==> config.mk <==
export PLATFORM = sky130hd
export DESIGN_NAME = msw_top
export DESIGN_NICKNAME = d
export VERILOG_FILES = /design/src/logic/msw_pkg.sv /design/src/logic/msw_nvm_if.sv /design/src/logic/msw_nvm.sv /design/src/logic/msw_hyst.sv /design/src/logic/msw_top.sv
export VERILOG_INCLUDE_DIRS = /design/src /design/src/logic
export SDC_FILE = /design/constraint.sdc
export NUM_CORES = 1
export LEC_CHECK = 0
export ABC_AREA = 1
export BUFFER_PORTS_ARGS = -buffer_cell sky130_fd_sc_hd__buf_2
export CAP_MARGIN = 20
export CORE_MARGIN = 2
export CORE_UTILIZATION = 35
export CTS_BUF_LIST = sky130_fd_sc_hd__clkbuf_4 sky130_fd_sc_hd__clkbuf_8
export DETAILED_ROUTE_END_ITERATION = 10
export HOLD_SLACK_MARGIN = 0.1
export PLACE_DENSITY = 0.57
export SYNTH_ARGS = -nofsm -noshare
export SYNTH_HDL_FRONTEND = slang
export SYNTH_SLANG_ARGS = --single-unit
==> constraint.sdc <==
create_clock -name clk_sys -period 2.7 [get_ports clk_sys]
set_clock_uncertainty 0.15 [all_clocks]
set_input_delay 0.27 -clock clk_sys [delete_from_list [all_inputs] [get_ports clk_sys]]
set_output_delay 0.27 -clock clk_sys [all_outputs]
set_load 0.03 [all_outputs]
==> src/logic/msw_consts.svh <==
`ifndef MSW_CONSTS_SVH
`define MSW_CONSTS_SVH

// word indexes of the non-volatile map and read-only readouts
`define MSW_IDX_CFG      4'h0
`define MSW_IDX_TCL      4'h1
`define MSW_IDX_TCQ      4'h2
`define MSW_IDX_GRP      4'h3
`define MSW_IDX_SENS     4'h4
`define MSW_IDX_VOQ      4'h5
`define MSW_IDX_LOW      4'h6
`define MSW_IDX_HIGH     4'h7
`define MSW_IDX_LOCK     4'h8
`define MSW_IDX_TRIM_OSC 4'h9
`define MSW_IDX_TRIM_ADC 4'ha
`define MSW_IDX_ADC_RD   4'hb
`define MSW_IDX_DAC_RD   4'hc
`define MSW_NVM_WORDS    11

// operating_config field positions
`define MSW_CFG_REXT     9
`define MSW_CFG_OSGN     8
`define MSW_CFG_FMT_HI   7
`define MSW_CFG_FMT_LO   5
`define MSW_CFG_FLT_HI   4
`define MSW_CFG_FLT_LO   3
`define MSW_CFG_RNG_HI   2
`define MSW_CFG_RNG_LO   1
`define MSW_CFG_OEN      0
`define MSW_LOCK_BIT     0

// blank-device contents
`define MSW_RST_CFG      16'h0090
`define MSW_RST_TCL      16'h000f
`define MSW_RST_TCQ      16'h0001
`define MSW_RST_GRP      16'h0001
`define MSW_RST_SENS     16'h0800
`define MSW_RST_VOQ      16'h0000
`define MSW_RST_LOW      16'h0200
`define MSW_RST_HIGH     16'h0600
`define MSW_RST_LOCK     16'h0000

// gain is fixed point with this many fraction bits
`define MSW_GAIN_SHIFT   11

// decoded converter range in mT and filter corner in Hz
`define MSW_MT_15        8'h0f
`define MSW_MT_30        8'h1e
`define MSW_MT_40        8'h28
`define MSW_MT_60        8'h3c
`define MSW_MT_80        8'h50
`define MSW_MT_100       8'h64
`define MSW_MT_150       8'h96
`define MSW_HZ_80        12'h050
`define MSW_HZ_500       12'h1f4
`define MSW_HZ_1K        12'h3e8
`define MSW_HZ_2K        12'h7d0

`endif

==> src/logic/msw_pkg.sv <==
`default_nettype none
package msw_pkg;
  typedef enum logic [2:0] {
    MSW_ST_CLEAR = 3'b001,
    MSW_ST_LOAD  = 3'b010,
    MSW_ST_RUN   = 3'b100
  } msw_state_t;

  typedef enum logic [2:0] {
    MSW_FMT_SW_POS = 3'b100,
    MSW_FMT_SW_INV = 3'b101
  } msw_fmt_t;
endpackage
`default_nettype wire

==> src/logic/msw_nvm_if.sv <==
`timescale 1ns/1ps
`default_nettype none
interface msw_nvm_if #(
  parameter int DW = 16,
  parameter int NW = 11
);
  logic          we;
  logic          clr;
  logic [3:0]    addr;
  logic [DW-1:0] wdata;
  logic [DW-1:0] word [NW];

  modport ctl (output we, clr, addr, wdata, input word);
  modport mem (input we, clr, addr, wdata, output word);
endinterface
`default_nettype wire

==> src/logic/msw_nvm.sv <==
`timescale 1ns/1ps
`default_nettype none
`include "msw_consts.svh"
module msw_nvm import msw_pkg::*; #(
  parameter int            DW       = 16,
  parameter int            NW       = 11,
  parameter logic [15:0]   TRIM_OSC = 16'h0055, // arbitrary value
  parameter logic [15:0]   TRIM_ADC = 16'h00aa  // arbitrary value
) (
  input wire logic clk_sys,
  msw_nvm_if.mem   nv
);
  // eeprom cells keep their contents across resets, so no reset here
  logic [DW-1:0] mem_ff [NW];

  if (DW != 16 || NW != `MSW_NVM_WORDS) begin : g_chk
    $error("msw_nvm: DW must be 16 and NW must match the map");
  end

  always_ff @(posedge clk_sys) begin
    if (nv.clr) begin
      mem_ff[`MSW_IDX_CFG]      <= `MSW_RST_CFG;
      mem_ff[`MSW_IDX_TCL]      <= `MSW_RST_TCL;
      mem_ff[`MSW_IDX_TCQ]      <= `MSW_RST_TCQ;
      mem_ff[`MSW_IDX_GRP]      <= `MSW_RST_GRP;
      mem_ff[`MSW_IDX_SENS]     <= `MSW_RST_SENS;
      mem_ff[`MSW_IDX_VOQ]      <= `MSW_RST_VOQ;
      mem_ff[`MSW_IDX_LOW]      <= `MSW_RST_LOW;
      mem_ff[`MSW_IDX_HIGH]     <= `MSW_RST_HIGH;
      mem_ff[`MSW_IDX_LOCK]     <= `MSW_RST_LOCK;
      mem_ff[`MSW_IDX_TRIM_OSC] <= TRIM_OSC;
      mem_ff[`MSW_IDX_TRIM_ADC] <= TRIM_ADC;
    end else if (nv.we) begin
      if (nv.addr == `MSW_IDX_LOCK) begin
        // lock bits only ever get set
        mem_ff[`MSW_IDX_LOCK] <= mem_ff[`MSW_IDX_LOCK] | nv.wdata;
      end else begin
        mem_ff[nv.addr] <= nv.wdata;
      end
    end
  end

  assign nv.word = mem_ff;
endmodule // msw_nvm
`default_nettype wire

==> src/logic/msw_hyst.sv <==
`timescale 1ns/1ps
`default_nettype none
module msw_hyst #(
  parameter int SW = 32
) (
  input  wire logic                 clk_sys,
  input  wire logic                 rst_sn,
  input  wire logic                 en,
  input  wire logic signed [SW-1:0] sig,
  input  wire logic signed [SW-1:0] thr_lo,
  input  wire logic signed [SW-1:0] thr_hi,
  output logic                      on_ff
);
  if (SW < 8) begin : g_chk
    $error("msw_hyst: SW too narrow");
  end

  always_ff @(posedge clk_sys or negedge rst_sn) begin
    if (!rst_sn) begin
      on_ff <= 1'b0;
    end else if (en) begin
      if (sig > thr_hi) begin
        on_ff <= 1'b1;
      end else if (sig < thr_lo) begin
        on_ff <= 1'b0;
      end
      // in between the state is held
    end
  end
endmodule // msw_hyst
`default_nettype wire

==> src/logic/msw_top.sv <==
// What this block does
// - processing always uses stored register contents
// - signal is field times gain plus offset
// - on above high level, off below low
// - set lock never clears, refuses programming
// - lock bit zero acts after power cycle
// - unlocked: decode commands, access memory, reply
// - switching output disabled during programming exchange while unlocked
// - factory trim words read-only to customer
// - config word fields laid out bit-exact
// - offset correction plus, none, minus half
// - range bits decode to field range
// - filter bits select low-pass corner
// - format 100 positive, 101 inverted switch
// - four temperature-coefficient group codes
// - five-bit linear, three-bit quadratic coefficients
`timescale 1ns/1ps
`default_nettype none
`include "msw_consts.svh"
module msw_top import msw_pkg::*; #(
  parameter int DW = 16,
  parameter int AW = 14
) (
  input  wire logic          clk_sys,
  input  wire logic          rst_n,
  input  wire logic          nvm_blank,
  input  wire logic          adc_valid,
  input  wire logic [AW-1:0] adc_sample,
  input  wire logic          comm_active,
  input  wire logic          cmd_valid,
  input  wire logic          cmd_write,
  input  wire logic [3:0]    cmd_addr,
  input  wire logic [DW-1:0] cmd_wdata,
  output logic               rsp_valid,
  output logic               rsp_err,
  output logic [DW-1:0]      rsp_data,
  output logic               out_pin,
  output logic               out_en,
  output logic               locked,
  output logic [7:0]         range_mt,
  output logic [11:0]        filter_hz,
  output logic [1:0]         tc_group,
  output logic [4:0]         temp_coeff_linear,
  output logic [2:0]         temp_coeff_quadratic
);
  localparam int SW = AW + DW + 2;
  localparam logic signed [AW:0] HALF_FS = (AW+1)'(2 ** (AW - 1));

  if (DW != 16 || AW < 8 || AW > DW) begin : g_chk
    $error("msw_top: DW must be 16 and AW in 8..16");
  end

  logic          rst_q1_ff;
  logic          rst_q2_ff;
  logic          rst_sn;
  msw_state_t    state_ff;
  logic          lock_live_ff;
  logic [AW-1:0] adc_ff;
  logic signed [SW-1:0] sig_ff;
  logic          rsp_valid_ff;
  logic          rsp_err_ff;
  logic [DW-1:0] rsp_data_ff;
  logic          out_pin_ff;
  logic          out_en_ff;
  logic          sw_on;

  msw_nvm_if #(.DW(DW), .NW(`MSW_NVM_WORDS)) nv ();

  always_ff @(posedge clk_sys or negedge rst_n) begin
    if (!rst_n) begin
      rst_q1_ff <= 1'b0;
      rst_q2_ff <= 1'b0;
    end else begin
      rst_q1_ff <= 1'b1;
      rst_q2_ff <= rst_q1_ff;
    end
  end
  assign rst_sn = rst_q2_ff;

  // start-up: optional blank fill, then latch the stored lock bit
  always_ff @(posedge clk_sys or negedge rst_sn) begin
    if (!rst_sn) begin
      state_ff <= MSW_ST_CLEAR;
    end else begin
      case (state_ff)
        MSW_ST_CLEAR: state_ff <= MSW_ST_LOAD;
        MSW_ST_LOAD:  state_ff <= MSW_ST_RUN;
        MSW_ST_RUN:   state_ff <= MSW_ST_RUN;
        default:      state_ff <= MSW_ST_CLEAR;
      endcase
    end
  end

  // lock is only sampled once per power-up, so a fresh lock waits
  always_ff @(posedge clk_sys or negedge rst_sn) begin
    if (!rst_sn) begin
      lock_live_ff <= 1'b0;
    end else if (state_ff == MSW_ST_LOAD) begin
      lock_live_ff <= nv.word[`MSW_IDX_LOCK][`MSW_LOCK_BIT];
    end
  end

  // command decode
  logic          run;
  logic          accept;
  logic          wr_ok;
  logic          rd_ok;
  logic [DW-1:0] rd_val;

  assign run    = (state_ff == MSW_ST_RUN);
  assign accept = cmd_valid && run && !lock_live_ff;
  // trim words sit above the lock index and are never writable
  assign wr_ok  = (cmd_addr <= `MSW_IDX_LOCK);
  assign rd_ok  = (cmd_addr <= `MSW_IDX_DAC_RD);

  assign nv.clr   = (state_ff == MSW_ST_CLEAR) && nvm_blank;
  assign nv.we    = accept && cmd_write && wr_ok;
  assign nv.addr  = cmd_addr;
  assign nv.wdata = cmd_wdata;

  always_comb begin
    rd_val = '0;
    if (cmd_addr == `MSW_IDX_ADC_RD) begin
      rd_val = DW'($signed(adc_ff));
    end else if (cmd_addr == `MSW_IDX_DAC_RD) begin
      rd_val = sig_ff[DW-1:0];
    end else if (cmd_addr < 4'(`MSW_NVM_WORDS)) begin
      rd_val = nv.word[cmd_addr];
    end
  end

  always_ff @(posedge clk_sys or negedge rst_sn) begin
    if (!rst_sn) begin
      rsp_valid_ff <= 1'b0;
      rsp_err_ff   <= 1'b0;
      rsp_data_ff  <= '0;
    end else begin
      rsp_valid_ff <= accept;
      if (accept) begin
        rsp_err_ff  <= cmd_write ? !wr_ok : !rd_ok;
        rsp_data_ff <= cmd_write ? cmd_wdata : rd_val;
      end
    end
  end

  msw_nvm #(
    .DW(DW),
    .NW(`MSW_NVM_WORDS)
  ) u_nvm (
    .clk_sys(clk_sys),
    .nv     (nv)
  );

  // signal path, evaluated from live register contents every cycle
  logic [DW-1:0]        cfg_w;
  logic signed [AW:0]   offs;
  logic signed [AW:0]   corr;
  logic signed [AW+DW:0] prod;
  logic signed [SW-1:0] sig_comb;
  logic signed [SW-1:0] thr_lo;
  logic signed [SW-1:0] thr_hi;

  assign cfg_w = nv.word[`MSW_IDX_CFG];

  always_comb begin
    case ({cfg_w[`MSW_CFG_OSGN], cfg_w[`MSW_CFG_OEN]})
      2'b01:   offs = HALF_FS;
      2'b11:   offs = -HALF_FS;
      default: offs = '0;
    endcase
  end

  always_ff @(posedge clk_sys or negedge rst_sn) begin
    if (!rst_sn) begin
      adc_ff <= '0;
    end else if (adc_valid) begin
      adc_ff <= adc_sample;
    end
  end

  assign corr = $signed({adc_ff[AW-1], adc_ff}) + offs;
  // product width covers the full gain span, no saturation needed
  assign prod = corr * $signed(nv.word[`MSW_IDX_SENS]);
  assign sig_comb = SW'(prod >>> `MSW_GAIN_SHIFT)
                  + SW'($signed(nv.word[`MSW_IDX_VOQ]));
  assign thr_lo = $signed({{(SW-DW){1'b0}}, nv.word[`MSW_IDX_LOW]});
  assign thr_hi = $signed({{(SW-DW){1'b0}}, nv.word[`MSW_IDX_HIGH]});

  always_ff @(posedge clk_sys or negedge rst_sn) begin
    if (!rst_sn) begin
      sig_ff <= '0;
    end else begin
      sig_ff <= sig_comb;
    end
  end

  msw_hyst #(.SW(SW)) u_hyst (
    .clk_sys(clk_sys),
    .rst_sn (rst_sn),
    .en     (run),
    .sig    (sig_ff),
    .thr_lo (thr_lo),
    .thr_hi (thr_hi),
    .on_ff  (sw_on)
  );

  // output stage: on pulls low unless the format inverts it
  logic fmt_inv;
  assign fmt_inv = (cfg_w[`MSW_CFG_FMT_HI:`MSW_CFG_FMT_LO] == MSW_FMT_SW_INV);

  always_ff @(posedge clk_sys or negedge rst_sn) begin
    if (!rst_sn) begin
      out_pin_ff <= 1'b1;
      out_en_ff  <= 1'b0;
    end else begin
      out_pin_ff <= sw_on ? fmt_inv : !fmt_inv;
      // once locked, supply modulation is ignored and never mutes it
      out_en_ff  <= run && !(comm_active && !lock_live_ff);
    end
  end

  // configuration decode towards the front end
  always_comb begin
    case ({cfg_w[`MSW_CFG_REXT], cfg_w[`MSW_CFG_RNG_HI:`MSW_CFG_RNG_LO]})
      3'b100:  range_mt = `MSW_MT_15;
      3'b000:  range_mt = `MSW_MT_30;
      3'b110:  range_mt = `MSW_MT_40;
      3'b001:  range_mt = `MSW_MT_60;
      3'b010:  range_mt = `MSW_MT_80;
      3'b011:  range_mt = `MSW_MT_100;
      3'b111:  range_mt = `MSW_MT_150;
      default: range_mt = 8'h00; // 1/01 has no defined range
    endcase
  end

  always_comb begin
    case (cfg_w[`MSW_CFG_FLT_HI:`MSW_CFG_FLT_LO])
      2'b00:   filter_hz = `MSW_HZ_80;
      2'b10:   filter_hz = `MSW_HZ_500;
      2'b11:   filter_hz = `MSW_HZ_1K;
      default: filter_hz = `MSW_HZ_2K;
    endcase
  end

  assign tc_group             = nv.word[`MSW_IDX_GRP][1:0];
  assign temp_coeff_linear    = nv.word[`MSW_IDX_TCL][4:0];
  assign temp_coeff_quadratic = nv.word[`MSW_IDX_TCQ][2:0];

  assign rsp_valid = rsp_valid_ff;
  assign rsp_err   = rsp_err_ff;
  assign rsp_data  = rsp_data_ff;
  assign out_pin   = out_pin_ff;
  assign out_en    = out_en_ff;
  assign locked    = lock_live_ff;
endmodule // msw_top
`default_nettype wire

Word level (Yosys, flattened, before mapping)
Index checks and enable logic that the tools add are counted.
Operators by class
  $lt $le $gt $ge: 7
  multiply operators: 1
  eq/ne operators: 17
  add/sub/neg operators: 2
  multiplexer cells: 19
  bitwise operators: 3
  reductions and logical operators: 19
Operators with widths (number)
  $bwmux 176: 1
  $mux 16: 8
  $bmux 16 s4: 1
  $demux 16 s4: 1
  $pmux 8 s7: 1
  $pmux 11 s3: 1
  $mul 15x16->31: 1
  $pmux 15 s2: 1
  $add 20x16->21: 1
  $gt 21x17->1: 1
  $lt 21x17->1: 1
  $or 16x16->16: 1
  $add 14x15->15: 1
  $eq 3x3->1 const B: 5
  $eq 4x4->1 const B: 3
  $eq 3x2->1 const B: 3
  $le 4x4->1 const B: 2
  $logic_and 1x1->1: 8
  $eq 2x2->1 const B: 3
  $eq 3x1->1 const B: 2
  $pmux 3 s2: 1
  $ge 5x5->1 const B: 1
  $logic_not 1->1: 5
  $lt 5x1->1 const B: 1
  10 further kinds: 14
Word-level totals
  input port bits: 41
  output and inout bits: 51
  bits in registers: 238
  word-level logic and storage cells: 91

Longest topological paths before layout
  depth after elaboration: 8
  mapped depth: 36
  mapped depth without buffers: 35

Cells and area by module
Synthesis repeated with hierarchy kept, for this count alone.
Unflattened totals
  cell total of the unflattened synthesis: 3357
  area, all modules: 23552.6 um2
Modules (own cells, without submodules)
  msw_top: seq. area each 1529.0 um2, instances 1, area each 14976.9 um2, cells an instance 2154
  msw_nvm: seq. area each 3523.4 um2, instances 1, area each 6849.1 um2, cells an instance 937
  msw_hyst: seq. area each 25.0 um2, instances 1, area each 1726.7 um2, cells an instance 266

Worst setup path before layout
OpenSTA, ideal clock, no wires.
  path type: reg-to-reg
  start: register adc_ff[0]
  end: register sig_ff[18]
  clock period less this slack: 6612 ps
  setup time: 117 ps
  stages on the path, launching flop included: 30
  data required time: 2433 ps
  data arrival time: 6345 ps
  path buffers: 2
  slack: -3912 ps
  cell sequence: dfrtp_1 > clkbuf_1 > clkbuf_1 > nand2_1 > fa_1 > inv_1 > fa_1 > inv_1 > fa_1 > inv_1 > fa_1 > fa_1 > inv_1 > fa_1 > inv_1 > ha_1 > nand2_1 > nor4_1 > nand2_1 > nand2_1 > nand2_1 > nand3_1 > nand2_1 > ha_1 > a21oi_1 > o21ai_0 > o21ai_0 > nand3_1 > nand2_1 > nand2_1
On the way
  longest elaborated chain between the ends: 3
Ends and longest elaborated chain
  start: declaration: RTL line msw_top.sv:58  | logic [AW-1:0] adc_ff;
  start signal: assignment: RTL line msw_top.sv:177  | adc_ff <= adc_sample;
  $add 14x15->15: RTL line msw_top.sv:181  | assign corr = $signed({adc_ff[AW-1], adc_ff}) + offs;
  $mul 15x16->31: RTL line msw_top.sv:183  | assign prod = corr * $signed(nv.word[`MSW_IDX_SENS]);
  $add 20x16->21: RTL line msw_top.sv:184  | assign sig_comb = SW'(prod >>> `MSW_GAIN_SHIFT)
  via sig_comb[18]: RTL line msw_top.sv:159  | logic signed [SW-1:0] sig_comb;
  end signal: assignment: RTL line msw_top.sv:193  | sig_ff <= sig_comb;
  end: declaration: RTL line msw_top.sv:59  | logic signed [SW-1:0] sig_ff;
The timed path passes the listed nets, and every way through them passes these cells.
A chain may end at the register's enable or synchronous reset.

Worst setup path in the final report
  start: register adc_ff[13]
  end: register sig_ff[19]
The elaborated chain is that of the path after synthesis.

==> flow_metrics.tcl <==
set metrics [dict create \
    syn_to_final_growth_pct 32.53 \
    fin_cells 4231 \
    synth-seq-cells 238 \
    final_common_cell "nand2_1" \
    totalWireLength_um 75040 \
    maxSlewViolCount 0 \
    multi_input_area_mm2 0.01593 \
    hold_viol_final 0 \
    grt_max_degree 88 \
    drive_gt1_share_pct 25.99 \
    path_delay_family "adder cells" \
    rsz0062_at_grt "true" \
    nets 3767 \
    period_share_pct 244.3 \
    grt_busiest_layer "met2" \
    r2r_start "adc_ff[13]$_DFFE_PN0P_" \
    diodes 0 \
    crit_path_start "adc_ff[13]$_DFFE_PN0P_" \
    wl_per_cell_um 17.73 \
    clockBufferDepth 3 \
    finalInstanceArea_mm2 0.02909 \
    die_area_mm2 0.06474 \
    synth_cells 3000 \
    grt_overflow_total 0 \
    ios 92 \
    tightest_slew_ps 828.5 \
    cp.required_ps 3080 \
    die_y_um 254.4 \
    yosys_most_used_dff "dfxtp_1" \
    maxSlewHeadroom_pct 44.77 \
    use_met3_pct 2.848 \
    slowest_stage "fa_1" \
    worst-setup-path-type "register to register" \
    grt_pass1_vias 20280 \
    synthArstFlopShare_pct 26.05 \
    grtUsageMet2_pct 36.82 \
    grt_pass1_wl_um 116500 \
    insertion_delay_ps 640 \
    cts-root-buf "clkbuf_8" \
    num_rows 91 \
    grt_util_all_layers_pct 23.44 \
    antenna_found_initial 0 \
    dpl.cell_count 4027 \
    synth_top_area_cell "fa_1" \
    numClockSinks 238 \
    firstDrtPassIters 5 \
    synth_cell_type_count 51 \
    use_met1_pct 33.91 \
    dp_hpwl_um 56970 \
    synth_top_area_share_pct 21.52 \
    viasPerCell 4.817 \
    synth-seq-area-share_pct 23.13 \
    synth_edf_count 0 \
    netlist_area_mm2 0.02195 \
    status "complete, but fails checks" \
    cp-end-kind "register" \
    r2r_slack_ps -3900 \
    yosysWarningCount 0 \
    critical_path_arrival_ps 6980 \
    tritoncts "built" \
    ant_nets 0 \
    synth_area_leaders "fa_1 22%, dfxtp_1 16%, nand2_1 12%" \
    ff_latch_area_mm2 0.005105 \
    period_needed_ps 6596 \
    drv_cap 0 \
    worst_setup_path_start_kind "register" \
    dr.first_iter.drc_count 1624 \
    violations "setup timing" \
    route.detailed.drc 0 \
    postSynthAreaPerCell_um2 7.317 \
    fillers 6116 \
    maxClockFrequency_mhz 151.6 \
    crit_path_max_incr_delay_ps 570 \
    fin_ws_ps -3896 \
    cp_max_fo 4 \
    crit_path_frequent_cell "fa_1" \
    h-tree-depth 2 \
    die_w_um 254.4 \
    cts.clk_slew.worst_paths_ps 60 \
    cp_num_buf_inv 7 \
    routabilityCongestion 0.9263 \
    vias 20380 \
    cts_buffers 46 \
    io_buffer_count 87 \
    hp-class "register to asynchronous set/reset pin" \
    core_area_mm2 0.06183 \
    setup_viol 21 \
    layout_common_cells "626 x nand2_1, 527 x inv_1, 266 x buf_4, 251 x nor2_1, 223 x fa_1" \
    start_util_pct 35.50 \
    placement.cell_area_mm2 0.02550 \
]
## metal layers
| layer | routed length, um | vias to the layer above |
|---|---|---|
| met5 | 0 | - |
| met4 | 1828 | 0 |
| met3 | 4685 | 105 |
| met2 | 34080 | 646 |
| met1 | 34440 | 9786 |
| li1 | - | 9843 |
## registers in the layout (all words and copies together) (netlist names), 3 cells and up
name	count
u_nvm.nv.word	176
sig_ff	21
state_ff	3
adc_ff	14
rsp_data	16
## synth_stat cells, drive strengths merged, types with 9 or more instances
| library cell | instances |
|---|---|
| nor2 | 308 |
| fa | 236 |
| ha | 132 |
| o22ai | 9 |
| o21ai | 219 |
| buf | 65 |
| clkbuf | 97 |
| xor2 | 26 |
| a21oi | 109 |
| dfxtp | 176 |
| nand3 | 70 |
| nand2 | 720 |
| inv | 576 |
| a22oi | 27 |
| nor3 | 90 |
| nand4 | 24 |
| dfrtp | 60 |
## cells by family after synthesis
group,after synthesis,share of synthesized area (%)
XOR/XNOR,34,1.357
flip-flops,238,23.13
buffers and inverters,739,13.45
AND/OR/NAND/NOR,1227,23.23
multiplexers,5,0.2565
AO/OA/AOI/OAI,387,9.502
adder cells (fa/ha/maj),368,29.05
other,2,0.03421
## worst paths after layout
check                      cells after the start                        to
min in group clk_sys                           6   rsp_data[9]$_DFFE_PN0P_
hold reg to reg                                0  rsp_data[15]$_DFFE_PN0P_
setup / recovery                              31      sig_ff[19]$_DFF_PN0_
max in group asynchronous                      1     adc_ff[9]$_DFFE_PN0P_
setup reg to reg                              31      sig_ff[19]$_DFF_PN0_
hold / removal                                 0  rsp_data[15]$_DFFE_PN0P_
## stage by stage
stage	utilization, %	setup TNS [ps]	worst slack, ps	hold slack [ps]
after floorplan	-	-65830	-3318	-175.6
after global placement	41.24	-81540	-4148	-84.71
after detailed placement	41.24	-80650	-4136	-83.47
after CTS	46.10	-75130	-3850	108.2
after global routing	47.05	-81680	-4165	117.4
final	47.05	-77160	-3896	62.23
## worst reg2reg max path: cells and delay by family, from the launching register on
| family | cells | cell delay, ps |
|---|---|---|
| flip-flops | 1 | 430 |
| buffers and inverters | 7 | 540 |
| XOR/XNOR | 1 | 140 |
| adder cells (fa/ha/maj) | 8 | 3650 |
| AND/OR/NAND/NOR | 11 | 940 |
| AO/OA/AOI/OAI | 4 | 650 |
## timing repair
item                                   in CTS  in global routing
pin swaps                                  90                 89
setup endpoints to repair                  21                 21
endpoints found under the hold margin     185                  0
buffers inserted                           41                 17
hold buffers                               65                  0
resized for setup                         268                112
## area by class of cell
type                       instances  area share, %
multi-input combinational       2026          54.75
clock buffer                      77          3.234
timing repair buffer             469          13.08
tap                              837          3.600
inverter                         577          7.496
clock inverter                     7         0.2925
sequential                       238          17.55
Power is not shown: default switching activity piles up to over one toggle a cycle in this logic, so the estimate is an artifact.
